===== src/shared/eax_pkg.sv =====
// engine auxiliary control: constants, reset values and carrier types
package eax_pkg;

	// ----------------------------------------
	// timing
	// ----------------------------------------
	localparam int unsigned CLK_HZ = 25_000_000;
	localparam int unsigned SEC_TIME = 1;
	localparam int unsigned SEC_CYCLES = CLK_HZ * SEC_TIME;

	// ----------------------------------------
	// register byte offsets
	// ----------------------------------------
	localparam logic [7:0] OFS_CTRL = 8'h00;
	localparam logic [7:0] OFS_TIMERS = 8'h04;
	localparam logic [7:0] OFS_CUT_A = 8'h08;
	localparam logic [7:0] OFS_CUT_B = 8'h0C;
	localparam logic [7:0] OFS_COOLANT = 8'h10;
	localparam logic [7:0] OFS_FANS = 8'h14;
	localparam logic [7:0] OFS_SERVICE = 8'h18;
	localparam logic [7:0] OFS_FUEL = 8'h1C;
	localparam logic [7:0] OFS_STATUS = 8'h20;
	localparam logic [7:0] OFS_COUNTS = 8'h24;

	// ----------------------------------------
	// control register fields
	// ----------------------------------------
	localparam int CTRL_SVC_CLR = 0;
	localparam int CTRL_OIL_CUT = 1;
	localparam int CTRL_CHG_CONN = 2;
	localparam int CTRL_LEVEL_LO = 4;

	// ----------------------------------------
	// reset values
	// ----------------------------------------
	localparam logic [7:0] RST_IDLE_S = 8'h00;
	localparam logic [7:0] RST_HOLD_S = 8'h0A;
	localparam logic [7:0] RST_GAS_S = 8'h05;
	localparam logic [7:0] RST_CRANK_S = 8'h06;
	localparam logic [15:0] RST_CUT_VOLT = 16'h0064;
	localparam logic [15:0] RST_CUT_RPM = 16'h01F4;
	localparam logic [7:0] RST_CUT_FREQ = 8'h0A;
	localparam logic [7:0] RST_CUT_CHG = 8'h06;
	localparam logic [7:0] RST_OIL_DLY = 8'h02;
	localparam logic [7:0] RST_OVERRUN = 8'h00;
	localparam logic [7:0] RST_COOL_ON = 8'h5A;
	localparam logic [7:0] RST_COOL_OFF = 8'h50;
	localparam logic [7:0] RST_HEAT_ON = 8'h32;
	localparam logic [7:0] RST_HEAT_OFF = 8'h3C;
	localparam logic [7:0] RST_FAN_ON = 8'h5A;
	localparam logic [7:0] RST_FAN_OFF = 8'h50;
	localparam logic [12:0] RST_SVC_HRS = 13'h00FA;
	localparam logic [4:0] RST_SVC_MON = 5'h06;
	localparam logic [1:0] RST_SVC_LVL = 2'h3;

	localparam logic [1:0] RESP_OKAY = 2'h0;
	localparam logic [1:0] RESP_SLVERR = 2'h2;

	// ----------------------------------------
	// types
	// ----------------------------------------
	typedef enum logic [1:0] {
		ENG_STOP = 2'b00,
		ENG_IDLE = 2'b01,
		ENG_HOLD = 2'b10,
		ENG_RUN = 2'b11
	} eax_eng_t;

	typedef enum logic [0:0] {
		CR_OFF = 1'b0,
		CR_ON = 1'b1
	} eax_crank_t;

	typedef struct packed {
		logic [15:0] first_phase_volt;
		logic [7:0] freq_hz;
		logic [15:0] rpm;
		logic [7:0] charge_volt;
		logic oil_switch_open;
		logic oil_over_limit;
		logic [7:0] coolant_c;
		logic [7:0] canopy_c;
		logic [7:0] ambient_c;
		logic [7:0] fuel_drop_pct;
		logic [7:0] fuel_rise_pct;
	} eax_meas_t;

	typedef struct packed {
		logic idle;
		logic low_checks_en;
		logic gas_solenoid;
		logic crank;
		logic crank_end;
		logic cooler;
		logic heater;
		logic canopy_fan;
		logic ambient_fan;
		logic service_led;
		logic svc_shutdown;
		logic svc_loaddump;
		logic svc_warning;
		logic fuel_show;
		logic fuel_theft;
		logic fuelling;
	} eax_out_t;

	typedef struct packed {
		logic [7:0] idle_s, hold_s, gas_s, crank_s;
		logic [15:0] cut_volt, cut_rpm;
		logic [7:0] cut_freq, cut_chg, oil_dly, overrun_s;
		logic [7:0] cool_on, cool_off, heat_on, heat_off;
		logic [7:0] can_on, can_off, amb_on, amb_off;
		logic [12:0] svc_hrs;
		logic [4:0] svc_mon;
		logic [1:0] svc_lvl;
		logic oil_cut_en;
		logic chg_conn;
		logic [15:0] tank_cap;
		logic [7:0] cons_hr;
	} eax_cfg_t;

	typedef struct packed {
		eax_cfg_t cfg;
		eax_out_t out;
		eax_eng_t eng;
		eax_crank_t cr;
		logic [31:0] presc;
		logic [7:0] eng_cnt, cr_cnt, oil_cnt, over_cnt;
		logic over_act, hot;
		logic [15:0] hrs_cnt;
		logic [7:0] mon_cnt;
		logic aw_have, w_have;
		logic [7:0] awaddr;
		logic [31:0] wdata;
		logic [3:0] wstrb;
		logic awready, wready, bvalid, arready, rvalid;
		logic [1:0] bresp, rresp;
		logic [31:0] rdata;
	} eax_state_t;

endpackage : eax_pkg


===== src/verilog/eax_ctrl.sv =====
// engine auxiliary relay control with AXI4-Lite register slave
// Function
// - idle output held for idle time after engine starts running
// - low voltage, frequency and speed checks off while idle is active
// - those checks resume only after the holdoff timer expires
// - gas solenoid opens once the gas delay elapsed during cranking
// - crank ends when first phase voltage reaches crank cut voltage
// - crank ends when genset frequency reaches crank cut frequency
// - crank ends when engine speed reaches crank cut speed
// - crank ends when charge voltage reaches crank cut charge voltage
// - charge connected setting enables the charge voltage crank cut
// - oil pressure crank cut after delay when enabled
// - fuel quantity hidden while tank capacity is zero
// - fuel theft and fuelling alerts use hourly consumption, none at zero
// - cooler on above cooler on temperature, off below cooler off
// - heater on below heater on temperature, off above heater off
// - cooler held for fan overrun time after cooling off
// - canopy fan on above turn-on, off below turn-off
// - ambient fan on above turn-on, off below turn-off
// - service request after programmed engine hours, zero disables
// - service request after programmed months, zero disables
// - crank attempt bounded by crank timer, ends early when fired
//
// The address map and the AXI4-Lite register port are this design's own decisions.
`timescale 1ns/1ps
`default_nettype none

module eax_ctrl
	import eax_pkg::*;
#(
	parameter int unsigned SEC_CYC = SEC_CYCLES
) (
	// clock, reset, enable
	input wire logic clk_i,
	input wire logic arst_n_i,
	input wire logic ce_i,
	// engine and measurement
	input wire eax_meas_t meas_i,
	input wire logic running_i,
	input wire logic fired_i,
	input wire logic crank_start_i,
	input wire logic hour_tick_i,
	input wire logic month_tick_i,
	input wire logic fuel_eval_i,
	// relay functions and indicators
	output eax_out_t relays_o,
	// axi4-lite write
	input wire logic [7:0] s_axi_awaddr,
	input wire logic s_axi_awvalid,
	output logic s_axi_awready,
	input wire logic [31:0] s_axi_wdata,
	input wire logic [3:0] s_axi_wstrb,
	input wire logic s_axi_wvalid,
	output logic s_axi_wready,
	output logic [1:0] s_axi_bresp,
	output logic s_axi_bvalid,
	input wire logic s_axi_bready,
	// axi4-lite read
	input wire logic [7:0] s_axi_araddr,
	input wire logic s_axi_arvalid,
	output logic s_axi_arready,
	output logic [31:0] s_axi_rdata,
	output logic [1:0] s_axi_rresp,
	output logic s_axi_rvalid,
	input wire logic s_axi_rready
);

	// ----------------------------------------
	// helpers
	// ----------------------------------------
	function automatic logic hyst(input logic cur, input logic [7:0] t,
			input logic [7:0] on, input logic [7:0] off);
		logic r;
		r = cur;
		if (t > on) begin
			r = 1'b1;
		end else if (t < off) begin
			r = 1'b0;
		end
		return r;
	endfunction : hyst

	function automatic logic [31:0] cfg_word(input eax_cfg_t c,
			input logic [7:0] a);
		logic [31:0] w;
		w = 32'h0000_0000;
		case (a)
			OFS_CTRL: begin
				w[CTRL_OIL_CUT] = c.oil_cut_en;
				w[CTRL_CHG_CONN] = c.chg_conn;
				w[CTRL_LEVEL_LO +: 2] = c.svc_lvl;
			end
			OFS_TIMERS: w = {c.crank_s, c.gas_s, c.hold_s, c.idle_s};
			OFS_CUT_A: w = {c.cut_rpm, c.cut_volt};
			OFS_CUT_B: w = {c.overrun_s, c.oil_dly, c.cut_chg, c.cut_freq};
			OFS_COOLANT: w = {c.heat_off, c.heat_on, c.cool_off, c.cool_on};
			OFS_FANS: w = {c.amb_off, c.amb_on, c.can_off, c.can_on};
			OFS_SERVICE: w = {11'h000, c.svc_mon, 3'h0, c.svc_hrs};
			OFS_FUEL: w = {8'h00, c.cons_hr, c.tank_cap};
			default: w = 32'h0000_0000;
		endcase
		return w;
	endfunction : cfg_word

	function automatic logic cfg_hit(input logic [7:0] a);
		return a[1:0] == 2'h0 && a <= OFS_FUEL;
	endfunction : cfg_hit

	// ----------------------------------------
	// state
	// ----------------------------------------
	eax_state_t s_q;
	eax_state_t s_d;

	logic tick;
	logic cut;
	logic oil_cond;
	logic [31:0] wr_word;
	logic [31:0] rd_word;
	logic svc_clr;
	logic svc_req;

	always_comb begin
		s_d = s_q;
		tick = s_q.presc >= SEC_CYC - 1;
		wr_word = 32'h0000_0000;
		rd_word = 32'h0000_0000;
		svc_clr = 1'b0;
		cut = 1'b0;
		oil_cond = 1'b0;
		svc_req = 1'b0;

		// ----------------------------------------
		// seconds prescaler
		// ----------------------------------------
		s_d.presc = tick ? 32'h0000_0000 : s_q.presc + 32'h0000_0001;

		// ----------------------------------------
		// axi write
		// ----------------------------------------
		if (s_q.awready && s_axi_awvalid) begin
			s_d.aw_have = 1'b1;
			s_d.awready = 1'b0;
			s_d.awaddr = s_axi_awaddr;
		end
		if (s_q.wready && s_axi_wvalid) begin
			s_d.w_have = 1'b1;
			s_d.wready = 1'b0;
			s_d.wdata = s_axi_wdata;
			s_d.wstrb = s_axi_wstrb;
		end
		if (s_q.aw_have && s_q.w_have && !s_q.bvalid) begin
			s_d.aw_have = 1'b0;
			s_d.w_have = 1'b0;
			s_d.bvalid = 1'b1;
			s_d.bresp = cfg_hit(s_q.awaddr) ? RESP_OKAY : RESP_SLVERR;
			wr_word = cfg_word(s_q.cfg, s_q.awaddr);
			for (int b = 0; b < 4; b++) begin
				if (s_q.wstrb[b]) begin
					wr_word[b*8 +: 8] = s_q.wdata[b*8 +: 8];
				end
			end
			case (s_q.awaddr)
				OFS_CTRL: begin
					svc_clr = s_q.wstrb[0] && s_q.wdata[CTRL_SVC_CLR];
					s_d.cfg.oil_cut_en = wr_word[CTRL_OIL_CUT];
					s_d.cfg.chg_conn = wr_word[CTRL_CHG_CONN];
					s_d.cfg.svc_lvl = wr_word[CTRL_LEVEL_LO +: 2];
				end
				OFS_TIMERS: begin
					{s_d.cfg.crank_s, s_d.cfg.gas_s} = wr_word[31:16];
					{s_d.cfg.hold_s, s_d.cfg.idle_s} = wr_word[15:0];
				end
				OFS_CUT_A: {s_d.cfg.cut_rpm, s_d.cfg.cut_volt} = wr_word;
				OFS_CUT_B: begin
					{s_d.cfg.overrun_s, s_d.cfg.oil_dly} = wr_word[31:16];
					{s_d.cfg.cut_chg, s_d.cfg.cut_freq} = wr_word[15:0];
				end
				OFS_COOLANT: begin
					{s_d.cfg.heat_off, s_d.cfg.heat_on} = wr_word[31:16];
					{s_d.cfg.cool_off, s_d.cfg.cool_on} = wr_word[15:0];
				end
				OFS_FANS: begin
					{s_d.cfg.amb_off, s_d.cfg.amb_on} = wr_word[31:16];
					{s_d.cfg.can_off, s_d.cfg.can_on} = wr_word[15:0];
				end
				OFS_SERVICE: begin
					s_d.cfg.svc_mon = wr_word[20:16];
					s_d.cfg.svc_hrs = wr_word[12:0];
				end
				OFS_FUEL: begin
					s_d.cfg.cons_hr = wr_word[23:16];
					s_d.cfg.tank_cap = wr_word[15:0];
				end
				default: ;
			endcase
		end
		if (s_q.bvalid && s_axi_bready) begin
			s_d.bvalid = 1'b0;
			s_d.awready = 1'b1;
			s_d.wready = 1'b1;
		end

		// ----------------------------------------
		// axi read
		// ----------------------------------------
		if (s_q.arready && s_axi_arvalid) begin
			s_d.arready = 1'b0;
			s_d.rvalid = 1'b1;
			s_d.rresp = RESP_OKAY;
			case (s_axi_araddr)
				OFS_STATUS: rd_word = {16'h0000, s_q.out};
				OFS_COUNTS: rd_word = {5'h00, s_q.cr, s_q.eng,
					s_q.mon_cnt, s_q.hrs_cnt};
				default: begin
					rd_word = cfg_word(s_q.cfg, s_axi_araddr);
					if (!cfg_hit(s_axi_araddr)) begin
						s_d.rresp = RESP_SLVERR;
					end
				end
			endcase
			s_d.rdata = rd_word;
		end
		if (s_q.rvalid && s_axi_rready) begin
			s_d.rvalid = 1'b0;
			s_d.arready = 1'b1;
		end

		// ----------------------------------------
		// idle and protection holdoff
		// ----------------------------------------
		if (tick) begin
			s_d.eng_cnt = s_q.eng_cnt + 8'h01;
		end
		case (s_q.eng)
			ENG_STOP: begin
				s_d.eng_cnt = 8'h00;
				if (running_i) begin
					s_d.eng = ENG_IDLE;
				end
			end
			ENG_IDLE: begin
				if (s_q.eng_cnt >= s_q.cfg.idle_s) begin
					s_d.eng = ENG_HOLD;
					s_d.eng_cnt = 8'h00;
				end
			end
			ENG_HOLD: begin
				if (s_q.eng_cnt >= s_q.cfg.hold_s) begin
					s_d.eng = ENG_RUN;
				end
			end
			ENG_RUN: s_d.eng_cnt = 8'h00;
			default: s_d.eng = ENG_STOP;
		endcase
		if (!running_i) begin
			s_d.eng = ENG_STOP;
		end
		s_d.out.idle = s_d.eng == ENG_IDLE;
		s_d.out.low_checks_en = s_d.eng == ENG_RUN;

		// ----------------------------------------
		// cranking
		// ----------------------------------------
		oil_cond = meas_i.oil_switch_open || meas_i.oil_over_limit;
		if (s_q.cr == CR_ON && s_q.cfg.oil_cut_en && oil_cond) begin
			if (tick && s_q.oil_cnt != 8'hFF) begin
				s_d.oil_cnt = s_q.oil_cnt + 8'h01;
			end
		end else begin
			s_d.oil_cnt = 8'h00;
		end
		s_d.out.crank_end = 1'b0;
		case (s_q.cr)
			CR_OFF: begin
				s_d.cr_cnt = 8'h00;
				if (crank_start_i) begin
					s_d.cr = CR_ON;
				end
			end
			CR_ON: begin
				if (tick) begin
					s_d.cr_cnt = s_q.cr_cnt + 8'h01;
				end
				cut = s_q.cr_cnt >= s_q.cfg.crank_s || fired_i;
				cut = cut || meas_i.first_phase_volt >= s_q.cfg.cut_volt;
				cut = cut || meas_i.freq_hz >= s_q.cfg.cut_freq;
				cut = cut || meas_i.rpm >= s_q.cfg.cut_rpm;
				cut = cut || (s_q.cfg.chg_conn &&
					meas_i.charge_volt >= s_q.cfg.cut_chg);
				cut = cut || (s_q.cfg.oil_cut_en && oil_cond &&
					s_q.oil_cnt >= s_q.cfg.oil_dly);
				if (cut) begin
					s_d.cr = CR_OFF;
					s_d.out.crank_end = 1'b1;
				end
			end
			default: s_d.cr = CR_OFF;
		endcase
		s_d.out.crank = s_d.cr == CR_ON;
		s_d.out.gas_solenoid = s_d.cr == CR_ON &&
			s_d.cr_cnt >= s_q.cfg.gas_s;

		// ----------------------------------------
		// coolant, heater and fans
		// ----------------------------------------
		s_d.hot = hyst(s_q.hot, meas_i.coolant_c,
			s_q.cfg.cool_on, s_q.cfg.cool_off);
		if (s_q.hot && !s_d.hot && s_q.cfg.overrun_s != 8'h00) begin
			s_d.over_act = 1'b1;
			s_d.over_cnt = 8'h00;
		end else if (s_d.hot) begin
			s_d.over_act = 1'b0;
		end else if (s_q.over_act) begin
			if (tick) begin
				s_d.over_cnt = s_q.over_cnt + 8'h01;
			end
			if (s_d.over_cnt >= s_q.cfg.overrun_s) begin
				s_d.over_act = 1'b0;
			end
		end
		s_d.out.cooler = s_d.hot || s_d.over_act;
		if (meas_i.coolant_c < s_q.cfg.heat_on) begin
			s_d.out.heater = 1'b1;
		end else if (meas_i.coolant_c > s_q.cfg.heat_off) begin
			s_d.out.heater = 1'b0;
		end
		s_d.out.canopy_fan = hyst(s_q.out.canopy_fan, meas_i.canopy_c,
			s_q.cfg.can_on, s_q.cfg.can_off);
		s_d.out.ambient_fan = hyst(s_q.out.ambient_fan, meas_i.ambient_c,
			s_q.cfg.amb_on, s_q.cfg.amb_off);

		// ----------------------------------------
		// service reminders, a tick beats a clear
		// ----------------------------------------
		if (svc_clr) begin
			s_d.hrs_cnt = 16'h0000;
			s_d.mon_cnt = 8'h00;
		end
		if (hour_tick_i && s_d.hrs_cnt != 16'hFFFF) begin
			s_d.hrs_cnt = s_d.hrs_cnt + 16'h0001;
		end
		if (month_tick_i && s_d.mon_cnt != 8'hFF) begin
			s_d.mon_cnt = s_d.mon_cnt + 8'h01;
		end
		svc_req = (s_d.cfg.svc_hrs != 13'h0000 &&
			s_d.hrs_cnt >= {3'h0, s_d.cfg.svc_hrs});
		svc_req = svc_req || (s_d.cfg.svc_mon != 5'h00 &&
			s_d.mon_cnt >= {3'h0, s_d.cfg.svc_mon});
		s_d.out.service_led = svc_req;
		s_d.out.svc_shutdown = svc_req && s_d.cfg.svc_lvl == 2'h1;
		s_d.out.svc_loaddump = svc_req && s_d.cfg.svc_lvl == 2'h2;
		s_d.out.svc_warning = svc_req && s_d.cfg.svc_lvl == 2'h3;

		// ----------------------------------------
		// fuel
		// ----------------------------------------
		s_d.out.fuel_show = s_d.cfg.tank_cap != 16'h0000;
		s_d.out.fuel_theft = fuel_eval_i && s_q.cfg.cons_hr != 8'h00 &&
			meas_i.fuel_drop_pct > s_q.cfg.cons_hr;
		s_d.out.fuelling = fuel_eval_i && s_q.cfg.cons_hr != 8'h00 &&
			meas_i.fuel_rise_pct > s_q.cfg.cons_hr;
	end

	// ----------------------------------------
	// registers
	// ----------------------------------------
	always_ff @(posedge clk_i or negedge arst_n_i) begin
		if (!arst_n_i) begin
			s_q <= '0;
			s_q.cfg.idle_s <= RST_IDLE_S;
			s_q.cfg.hold_s <= RST_HOLD_S;
			s_q.cfg.gas_s <= RST_GAS_S;
			s_q.cfg.crank_s <= RST_CRANK_S;
			s_q.cfg.cut_volt <= RST_CUT_VOLT;
			s_q.cfg.cut_rpm <= RST_CUT_RPM;
			s_q.cfg.cut_freq <= RST_CUT_FREQ;
			s_q.cfg.cut_chg <= RST_CUT_CHG;
			s_q.cfg.oil_dly <= RST_OIL_DLY;
			s_q.cfg.overrun_s <= RST_OVERRUN;
			s_q.cfg.cool_on <= RST_COOL_ON;
			s_q.cfg.cool_off <= RST_COOL_OFF;
			s_q.cfg.heat_on <= RST_HEAT_ON;
			s_q.cfg.heat_off <= RST_HEAT_OFF;
			s_q.cfg.can_on <= RST_FAN_ON;
			s_q.cfg.can_off <= RST_FAN_OFF;
			s_q.cfg.amb_on <= RST_FAN_ON;
			s_q.cfg.amb_off <= RST_FAN_OFF;
			s_q.cfg.svc_hrs <= RST_SVC_HRS;
			s_q.cfg.svc_mon <= RST_SVC_MON;
			s_q.cfg.svc_lvl <= RST_SVC_LVL;
			s_q.awready <= 1'b1;
			s_q.wready <= 1'b1;
			s_q.arready <= 1'b1;
		end else if (ce_i) begin
			s_q <= s_d;
		end
	end

	// ----------------------------------------
	// outputs
	// ----------------------------------------
	assign relays_o = s_q.out;
	assign s_axi_awready = s_q.awready;
	assign s_axi_wready = s_q.wready;
	assign s_axi_bvalid = s_q.bvalid;
	assign s_axi_bresp = s_q.bresp;
	assign s_axi_arready = s_q.arready;
	assign s_axi_rvalid = s_q.rvalid;
	assign s_axi_rdata = s_q.rdata;
	assign s_axi_rresp = s_q.rresp;

endmodule : eax_ctrl

`default_nettype wire

===== config.mk =====
export PLATFORM = sky130hd
export DESIGN_NAME = eax_ctrl
export DESIGN_NICKNAME = d
export VERILOG_FILES = /design/src/shared/eax_pkg.sv /design/src/verilog/eax_ctrl.sv
export SDC_FILE = /design/constraint.sdc
export NUM_CORES = 1
export LEC_CHECK = 0
export ABC_AREA = 1
export BUFFER_PORTS_ARGS = -buffer_cell sky130_fd_sc_hd__buf_4
export CAP_MARGIN = 5
export CORE_UTILIZATION = 35
export CTS_BUF_LIST = sky130_fd_sc_hd__clkbuf_2 sky130_fd_sc_hd__clkbuf_4 sky130_fd_sc_hd__clkbuf_8
export CTS_CLUSTER_DIAMETER = 60
export DETAILED_ROUTE_END_ITERATION = 10
export HOLD_SLACK_MARGIN = 0.08
export PLACE_DENSITY = 0.62
export SYNTH_ARGS = -nofsm -noshare
export SYNTH_HDL_FRONTEND = slang
export SYNTH_SLANG_ARGS = --single-unit

===== constraint.sdc =====
create_clock -name clk_i -period 9.8 [get_ports clk_i]
set_clock_uncertainty 0.2 [all_clocks]
set_input_delay 0.98 -clock clk_i [delete_from_list [all_inputs] [get_ports clk_i]]
set_output_delay 0.98 -clock clk_i [all_outputs]
set_load 0.005 [all_outputs]

=== Word-level counts from Yosys, hierarchy flattened ===
Index checks and enable logic that the tools add are counted.

* Add/sub/neg operators: 7
* Magnitude comparators: 25
* Equality and inequality tests: 29
* Multiplexer cells: 70
* Bitwise gates (word level): 1
* Reduce and logical (&&, ||, !) cells: 84

{| class="wikitable"
|+ Operators with widths
! kind !! number
|-
| 26-bit one-hot mux with 7 select lines || 2
|-
| 8-bit two-way mux || 15
|-
| 8-bit by 5-bit == test with 1-bit output (second input constant) || 8
|-
| 8-bit >= comparator || 8
|-
| 32-bit one-hot mux with 2 select lines || 1
|-
| 8-bit greater-than comparator || 6
|-
| 24-bit two-way mux || 2
|-
| 46-bit two-way mux || 1
|-
| 8-bit by 1-bit adder with 8-bit output (second input constant) || 5
|-
| 32-bit by 1-bit adder with 32-bit output (second input constant) || 1
|-
| 8-bit by 4-bit == test with 1-bit output (second input constant) || 4
|-
| 16-bit >= comparator || 2
|-
| 32-bit by 25-bit >= comparator with 1-bit output (second input constant) || 1
|-
| 8-bit less-than comparator || 4
|-
| 32-bit two-way mux || 1
|-
| 2-bit one-hot mux with 8 select lines || 2
|-
| 8-bit one-hot mux with 2 select lines || 2
|-
| 1-bit logical AND || 29
|-
| 1-bit one-hot mux with 7 select lines || 4
|-
| 2-bit one-hot mux with 7 select lines || 2
|-
| 2-bit AND reduction || 14
|-
| 3-bit AND reduction || 8
|-
| 1-bit two-way mux || 21
|-
| 2-bit nonzero test || 10
|-
| 29 further kinds || 63
|}

* Bits in registers: 401
* Input port bits: 156
* Output and inout bits: 57
* Logic and storage cells: 280

=== Depth between registers and ports, before layout ===
Gate-level depths: netlist (run 1).

* Depth in word-level cells: 13
* Mapped depth: 39

=== Worst setup path before layout (run 1) ===
No wires, ideal clock.

* Path kind: reg-to-reg
* Start point: register s_q, in the netlist s_axi_bvalid
* End point: register s_q, in the netlist relays_o[6]
* Library setup time: 0.117 ns
* Data arrival time: 3.375 ns
* Required time: 9.483 ns
* Path slack: 6.108 ns
* Cell stages (with the launch flop): 34
* Period minus slack after synthesis: 3.692 ns
* Cells stage by stage: dfrtp_1 inv_1 nand3_2 nor2_2 nand3_4 buf_6 buf_2 nand2_1 inv_1 ha_1 nand2_1 inv_1 nand3_1 nor2_2 nand3_1 nor2_2 nor2_4 nand2_1 nor2_1 xor2_1 inv_1 ha_1 a21oi_1 nand2_1 nand2_1 nand2_1 nand2_1 nand2_1 inv_1 nand2_1 nand2_1 nand2_2 nand2_1 nand2_1

{| class="wikitable"
|+ RTL lines
! element !! line !! source
|-
| start: declaration || eax_ctrl.sv:112 || <nowiki>eax_state_t s_q;</nowiki>
|}

==> results of run 1 <==
## worst max path at each step
stage                                    endpoint  slack [ns]  cells after the start
after global routing      relays_o[4]$_DFFE_PN0P_        4.85                     35
after floorplan           relays_o[6]$_DFFE_PN0P_        6.11                     33
after CTS                 relays_o[5]$_DFFE_PN0P_        5.37                     35
after global placement    relays_o[6]$_DFFE_PN0P_        5.44                     35
final                     relays_o[5]$_DFFE_PN0P_        5.28                     35
after detailed placement  relays_o[5]$_DFFE_PN0P_        5.36                     35
## stage by stage
stage | utilization | cells | hold slack (ns)
floorplan | - | 3397 | 0.2486
global placement | 0.3846 | 4414 | 0.2624
detailed placement | 0.3846 | 4414 | 0.2657
CTS | 0.4078 | 4556 | 0.1541
global route | 0.4078 | 4557 | 0.1812
finish | 0.4079 | 4561 | 0.1055
## placed cells by master, fill, tap and decap left out, types with 9 or more instances in the layout
cell / instances
clkbuf_4: 34
a21oi_1: 133
nor2_1: 207
inv_1: 447
dfrtp_1: 341
nand2_2: 18
o21ai_1: 17
clkbuf_8: 95
a221oi_1: 10
dfstp_2: 58
nor3_1: 39
xor2_1: 32
nor2_4: 13
inv_2: 16
a211oi_1: 10
o221ai_1: 18
o21ai_0: 349
clkinv_1: 9
nand2_1: 894
ha_1: 197
nand4_1: 39
o22ai_1: 103
buf_4: 232
nand3_1: 154
o211ai_1: 9
o2111ai_1: 15
nor2_2: 10
## worst max-delay path, delay by kind of cell (launching register included)
kind            cells  cell delay, ns
simple gates       29            2.55
buf+inv             4            0.66
flops               1            0.38
compound gates      1            0.36
fa+ha+maj           1            0.25
## where the power goes
group / total, W / switching, W / internal, W
clock network: 0.00181 / 0.000781 / 0.00103
registers: 0.00232 / 0.000297 / 0.00202
logic: 0.00199 / 0.00141 / 0.000581
## registers in the layout, indices dropped and copies added, names as in the netlist
signal	count
s_axi_rresp	1
s_axi_bresp	1
s_axi_bvalid	1
s_axi_wready	1
s_q	345
s_axi_awready	1
s_axi_rvalid	1
s_axi_rdata	32
relays_o	15
s_axi_arready	1
## cell type report
cell class | instances | area, um2 | share of cell area
Clock buffer | 129 | 1563 | 0.05331
Tap cell | 950 | 1189 | 0.04055
Sequential cell | 399 | 10060 | 0.3431
Timing Repair Buffer | 233 | 1757 | 0.05993
Multi-Input combinational cell | 2360 | 12860 | 0.4388
Inverter | 472 | 1772 | 0.06044
Antenna cell | 5 | 12.51 | 0.0004269
Clock inverter | 13 | 100.1 | 0.003415
## logic make-up after synthesis
logic type               count (synthesis)
AO/OA/AOI/OAI                          715
XOR/XNOR                                40
buffers and inverters                  638
other                                    1
multiplexers                             6
adder cells (fa/ha/maj)                197
flip-flops                             399
AND/OR/NAND/NOR                       1400
## routing by layer
metal | GRT usage | share of wire | vias up
met5 | 0 | 0.00026 | -
met4 | 0.1131 | 0.046 | 4
met3 | 0.06903 | 0.10 | 227
met2 | 0.3882 | 0.43 | 1272
met1 | 0.3455 | 0.42 | 11380
li1 | - | - | 11470
==> key figures, run 1 <==
Drt
  – Drt wl/cell: 21.07 um
  – Via count: 24360
  – Number of vias per cell: 5.341
  – DRC marker count from the first detailed-route iteration: 2925
  – # DRC: 0
  – Post-DRT Antenna Nets: 0
  – DRT Pass-1 Iters: 9
  – Final WL: 96.08 mm

Logic synthesis
  – Adder-cell share of the synthesized area: 0.09638
  – Prevailing post-synth register cell: dfrtp_1
  – Synth area leader: dfrtp_1
  – Synth warn: 0
  – Largest family of logic cells by synthesized area: simple AND/OR/NAND/NOR gates
  – Number of flops mapped to enable cells by yosys: 0
  – Synthesized area: 25570 um2
  – Most instantiated cells after synthesis: 894 x nand2_1, 448 x inv_1, 349 x o21ai_0
  – Syn avg cell area: 7.531 um2
  – Post-synth cell types: 63
  – Synth area leaders: dfrtp_1 33%, nand2_1 13%, ha_1 9.6%, o21ai_0 6.8%, inv_1 6.6%
  – Top-area cell type share of the netlist area: 0.3337
  – Register area share after synthesis: 0.3932
  – Gate Count Post-Synth: 3396
  – Async SR Flop Fraction: 1.000
  – Synth Area in Compound Gates: 0.1596
  – #FFs+latches synth: 399
  – Post-synthesis xor/xnor area fraction: 0.01370
  – Post-synthesis simple-gate area fraction: 0.2295
  – Most frequent cell after synthesis: nand2_1
  – Multiplexer area fraction after synthesis: 0.002838

Placed design
  – Post-DP HPWL: 73.10 mm
  – Dpl cell area: 27640 um2
  – Pre-CTS setup slack: 5.356 ns
  – Port buffer count: 210
  – Gpl congestion: 0.9873

Run status
  – Status: completed

Clocking
  – CTS clk-pin slew, worst paths: 0.06 ns
  – Root Buffer: clkbuf_8
  – Htree depth: 3
  – Hold Buf Count CTS: 0
  – CTS Buffer Depth: 3
  – Total CTS buffers: 78
  – Post-CTS setup buffer count: 0
  – Cts repair resizes: 0
  – CTS tree: built
  – Clk_lat worst skew: 0.70 ns
  – CTS sink cnt: 399

Cells and area
  – Cell area after layout: 29310 um2
  – Post-layout net count: 3897
  – Fillers: 7512
  – Area Growth Syn to Fin: 14.61%
  – Share of layout cells above drive strength 1: 0.1400

Worst setup path
  – Endpoint kind of the worst setup timing path: register
  – Type of the worst setup path: register to register
  – Worst Path Required: 10.18 ns
  – Most used cell, CP: nand2_1
  – Reg2reg path depth: 35
  – Crit path from: s_q[82]$_DFFE_PN0P_
  – Reg2reg setup slack: 5.28 ns
  – Nature of the critical path startpoint: register
  – CP max stage cell: nand2_1
  – Max Fanout on Critical Path: 52
  – Largest stage delay, worst path: 0.72 ns
  – CP arrival: 4.90 ns
  – RR Endpoint: relays_o[5]$_DFFE_PN0P_
  – Reg-to-Reg Start: s_q[82]$_DFFE_PN0P_

Timing
  – Final period utilization: 0.4610
  – Worst-margin pin slew: 1.041 ns
  – Minimum clock period: 4.518 ns
  – Unrepaired setup endpoints after global routing: no
  – Fmax: 221.4 MHz
  – Slew margin rel.: 0.2973
  – Pins Over Slew Limit: 0
  – Final WS setup: 5.282 ns
  – Setup TNS Final: 0 ns
  – Final Setup Violations: 0
  – Final Hold Fails: 0

Floorplan
  – DIE HEIGHT: 272.3 um
  – Initial cell density of the core: 0.3559
  – Placement row count: 98
  – DIE AREA: 74160 um2
  – Core area: 71850 um2
  – # IOs: 213
  – Die width: 272.3 um

Power
  – Worst-case vdd ir drop: 113.7 uV
  – Lkg Pwr: 14.69 nW
  – Pwr per Cell Area: 209.0 nW/um2
  – Design Power: 0.006126 W

Job
  – Maxcap violations: 0

Hold path
  – Worst Hold Class: input pin to asynchronous set/reset pin

Global route
  – All-Layer GR Usage: 0.2578
  – First-pass GRT wire length: 144.1 mm
  – Initial antenna violation count: 5
  – GR Overflow Total: 0
  – Vias in the first global route: 23020
  – Largest net degree at the start of global routing: 106
(Power assumes the default switching activity.)
==> inputs of run 2 (changes only) <==
--- a/config.mk
+++ b/config.mk
@@ -5,7 +5,7 @@
 export SDC_FILE = /design/constraint.sdc
 export NUM_CORES = 1
 export LEC_CHECK = 0
-export ABC_AREA = 1
+export ABC_AREA = 0
 export BUFFER_PORTS_ARGS = -buffer_cell sky130_fd_sc_hd__buf_4
 export CAP_MARGIN = 5
 export CORE_UTILIZATION = 35
==> constraint.sdc (replaced) <==
create_clock -name clk_i -period 4.7 [get_ports clk_i]
set_clock_uncertainty 0.2 [all_clocks]
set_input_delay 0.47 -clock clk_i [delete_from_list [all_inputs] [get_ports clk_i]]
set_output_delay 0.47 -clock clk_i [all_outputs]
set_load 0.005 [all_outputs]
==> key figures, run 2 <==
Cells and area
  – Max reg flops: 345 (unchanged)
  – Post-layout net count: 3291 (was 3897)
  – Share of layout cells above drive strength 1: 0.2339 (was 0.1400)
  – Fillers: 6962 (was 7512)
  – Commonest non-fill, non-tap cell in the layout: dfrtp_1 (was nand2_1)
  – Top reg by flops: s_q (unchanged)
  – Most frequent cells in the layout: 341 x dfrtp_1, 304 x buf_4, 264 x nand2_1 (was 894 x nand2_1, 447 x inv_1, 349 x o21ai_0)
  – Area Growth Syn to Fin: 19.82% (was 14.61%)

Logic synthesis
  – Most instantiated cells after synthesis: 341 x dfrtp_1, 269 x nand2_1, 227 x o21ai_0 (was 894 x nand2_1, 448 x inv_1, 349 x o21ai_0)
  – Synth area leader: dfrtp_1 (unchanged)
  – Register area share after synthesis: 0.3996 (was 0.3932)
  – Post-synth cell types: 98 (was 63)
  – Syn avg cell area: 9.422 um2 (was 7.531 um2)
  – Top-area cell type share of the netlist area: 0.3391 (was 0.3337)
  – Number of flops mapped to enable cells by yosys: 0 (unchanged)
  – Most frequent cell after synthesis: dfrtp_1 (was nand2_1)
  – Gate Count Post-Synth: 2671 (was 3396)
  – Synth warn: 0 (unchanged)
  – Synth area leaders: dfrtp_1 34%, ha_1 9.8%, mux2_2 6.4%, dfstp_2 6.1%, o21ai_0 4.5% (was dfrtp_1 33%, nand2_1 13%, ha_1 9.6%, o21ai_0 6.8%, inv_1 6.6%)
  – Synthesized area: 25170 um2 (was 25570 um2)
  – Async SR Flop Fraction: 1.000 (unchanged)
  – #FFs+latches synth: 399 (unchanged)
  – Prevailing post-synth register cell: dfrtp_1 (unchanged)

Floorplan
  – Core area: 70640 um2 (was 71850 um2)
  – Initial cell density of the core: 0.3563 (was 0.3559)
  – DIE AREA: 72980 um2 (was 74160 um2)
  – DIE HEIGHT: 270.2 um (was 272.3 um)
  – Die width: 270.2 um (was 272.3 um)
  – Placement row count: 97 (was 98)
  – # IOs: 213 (unchanged)

Timing
  – Final Setup Violations: 0 (unchanged)
  – Setup TNS Final: 0 ns (unchanged)
  – Final Hold Fails: 0 (unchanged)
  – Pins Over Slew Limit: 0 (unchanged)
  – Minimum clock period: 4.434 ns (was 4.518 ns)
  – Fmax: 225.5 MHz (was 221.4 MHz)
  – Final period utilization: 0.9435 (was 0.4610)
  – Slew margin rel.: 0.09436 (was 0.2973)
  – Unrepaired setup endpoints after global routing: no (unchanged)
  – Worst-margin pin slew: 1.358 ns (was 1.041 ns)

Power
  – Pwr per Cell Area: 403.2 nW/um2 (was 209.0 nW/um2)
  – Switching pwr: 0.004566 W (was 0.002490 W)
  – Flop pwr share: 0.389 (was 0.379)
  – Design Power: 0.01216 W (was 0.006126 W)
  – Worst-case vdd ir drop: 285.5 uV (was 113.7 uV)
  – Internal: 0.007591 W (was 0.003636 W)
  – Switching Fraction: 0.3756 (was 0.4065)
  – Clk pwr share: 0.308 (was 0.296)
  – Combinational Power Share: 0.303 (was 0.325)
  – Lkg Pwr: 13.07 nW (was 14.69 nW)

Worst setup path
  – Nature of the critical path startpoint: register (unchanged)
  – Critical-path cell list: nor4_4 > and3_1 > nand3_1 > and2_1 > ha_1 > nand4_1 > o31ai_2 > nor2_1 > nand2_1 > xor2_1 > nor2_1 > ha_1 > a21oi_1 > o21ai_0 > nand3_1 > a21boi_0 > o31a_1 > a2111oi_4 > o22ai_2 > a32o_1
  – Endpoint kind of the worst setup timing path: register (unchanged)
  – Max Fanout on Critical Path: 4 (was 52)
  – Largest stage delay, worst path: 0.40 ns (was 0.72 ns)
  – Reg2reg setup slack: 0.27 ns (was 5.28 ns)
  – CP max stage cell: dfrtp_1 (was nand2_1)
  – Type of the worst setup path: register to register (unchanged)
  – Worst Path Required: 5.05 ns (was 10.18 ns)
  – CP arrival: 4.78 ns (was 4.90 ns)

Global route
  – Initial antenna violation count: 1 (was 5)
  – Vias in the first global route: 21780 (was 23020)
  – GR Overflow Total: 0 (unchanged)
  – Largest net degree at the start of global routing: 99 (was 106)
  – First-pass GRT wire length: 143.6 mm (was 144.1 mm)
  – All-Layer GR Usage: 0.2615 (was 0.2578)

Clocking
  – CTS tree: built (unchanged)
  – CTS Buffer Depth: 3 (unchanged)
  – CTS clk-pin slew, worst paths: 0.06 ns (about the same)
  – CTS sink cnt: 399 (unchanged)
  – Root Buffer: clkbuf_8 (unchanged)
  – Total CTS buffers: 75 (was 78)
  – Htree depth: 3 (unchanged)
  – Clk_lat worst skew: 0.69 ns (was 0.70 ns)

Drt
  – DRT Pass-1 Iters: 7 (was 9)
  – Post-DRT Antenna Nets: 0 (unchanged)
  – Final WL: 95.38 mm (was 96.08 mm)
  – DRC marker count from the first detailed-route iteration: 2498 (was 2925)
  – Via count: 22270 (was 24360)
  – Number of vias per cell: 5.647 (was 5.341)
  – # DRC: 0 (unchanged)
  – Drt wl/cell: 24.19 um (was 21.07 um)

Placed design
  – Post-DP HPWL: 71.57 mm (was 73.10 mm)
  – Port buffer count: 210 (unchanged)
  – Gpl congestion: 1.012 (was 0.9873)

Hold path
  – Worst Hold Class: input pin to register (was input pin to asynchronous set/reset pin)

Job
  – Maxcap violations: 0 (unchanged)

Run status
  – Status: completed (unchanged)
run 2: cell families (layout without fill, tap and decap cells):
kind of cell / count (synthesis) / after routing / share of synthesized area
AO/OA/AOI/OAI: 709 / 709 / 0.1894
XOR/XNOR: 58 / 58 / 0.02019
adder cells (fa/ha/maj): 197 / 197 / 0.09794
buffers and inverters: 369 / 698 / 0.06463
flip-flops: 399 / 399 / 0.3996
multiplexers: 191 / 191 / 0.08690
other: 1 / 4 / 0.0001490
AND/OR/NAND/NOR: 747 / 747 / 0.1411
run 2: metal layers:
| layer | vias up | share of wire | track usage |
|---|---|---|---|
| met5 | - | 0 | 0 |
| met4 | 0 | 0.046 | 0.1105 |
| met3 | 212 | 0.096 | 0.06268 |
| met2 | 1109 | 0.44 | 0.4024 |
| li1 | 10180 | - | - |
| met1 | 10770 | 0.42 | 0.3493 |
run 2: layout make-up:
| type | count | area, um2 | share of cell area |
|---|---|---|---|
| clock buffers | 121 | 1465 | 0.04859 |
| repair buffers | 373 | 3008 | 0.09975 |
| flip-flops and latches | 399 | 10060 | 0.3335 |
| diodes | 2 | 5.005 | 0.0001660 |
| multi-input cells | 1904 | 13570 | 0.4500 |
| clock inverters | 19 | 180.2 | 0.005975 |
| well taps | 940 | 1176 | 0.03900 |
| inverters | 185 | 694.4 | 0.02303 |
run 2: through the flow:
step / utilization / worst slack (ns) / instance area, um2 / instances / hold slack, ns
final: 0.4269 / 0.2657 / 30150 / 3943 / 0.1385
after global routing: 0.4269 / 0.01923 / 30150 / 3942 / 0.1625
after CTS: 0.4264 / 0.02651 / 30120 / 3941 / 0.09724
after detailed placement: 0.3938 / 0.005540 / 27820 / 3736 / 0.2788
after global placement: 0.3938 / 0.03919 / 27820 / 3736 / 0.2699
after floorplan: - / 0.07109 / 25170 / 2672 / -0.02559
run 2: final timing paths:
path	end	start	depth (start not counted)
worst min register to register	s_axi_rdata[31]$_DFFE_PN0P_	s_axi_rdata[31]$_DFFE_PN0P_	2
max in group asynchronous	s_q[234]$_DFFE_PN1P_	arst_n_i	3
worst min-delay path	s_q[121]$_DFFE_PN0P_	meas_i[41]	3
worst max register to register	relays_o[3]$_DFFE_PN0P_	s_q[78]$_DFFE_PN0P_	20
worst max-delay path	relays_o[3]$_DFFE_PN0P_	s_q[78]$_DFFE_PN0P_	20
min in group asynchronous	s_q[308]$_DFFE_PN0P_	arst_n_i	2
run 2: power by group through the flow:
| stage | logic (W) | clock network, W | registers, W |
|---|---|---|---|
| after global placement | 0.00353 | 0 | 0.00473 |
| after global routing | 0.00399 | 0.00396 | 0.00476 |
| after floorplan | 0.00224 | 0 | 0.00433 |
| after detailed placement | 0.00355 | 0 | 0.00474 |
| after CTS | 0.00363 | 0.00380 | 0.00469 |
| final | 0.00369 | 0.00374 | 0.00473 |
run 2: what timing repair did:
item / 4_1_cts / 5_1_grt
gates cloned: 0 / 0
setup endpoints to repair: 1 / 4
hold buffers: 65 / 0
resized for setup: 1 / 5
buffers inserted: 0 / 0
pin swaps: 0 / 3
endpoints found under the hold margin: 149 / 0
run 2: critical path, delay by kind of cell, from the launching register on:
kind	cells	cell delay (ns)
compound gates	8	1.48
xor+xnor	1	0.13
fa+ha+maj	2	0.47
flops	1	0.40
simple gates	9	1.64
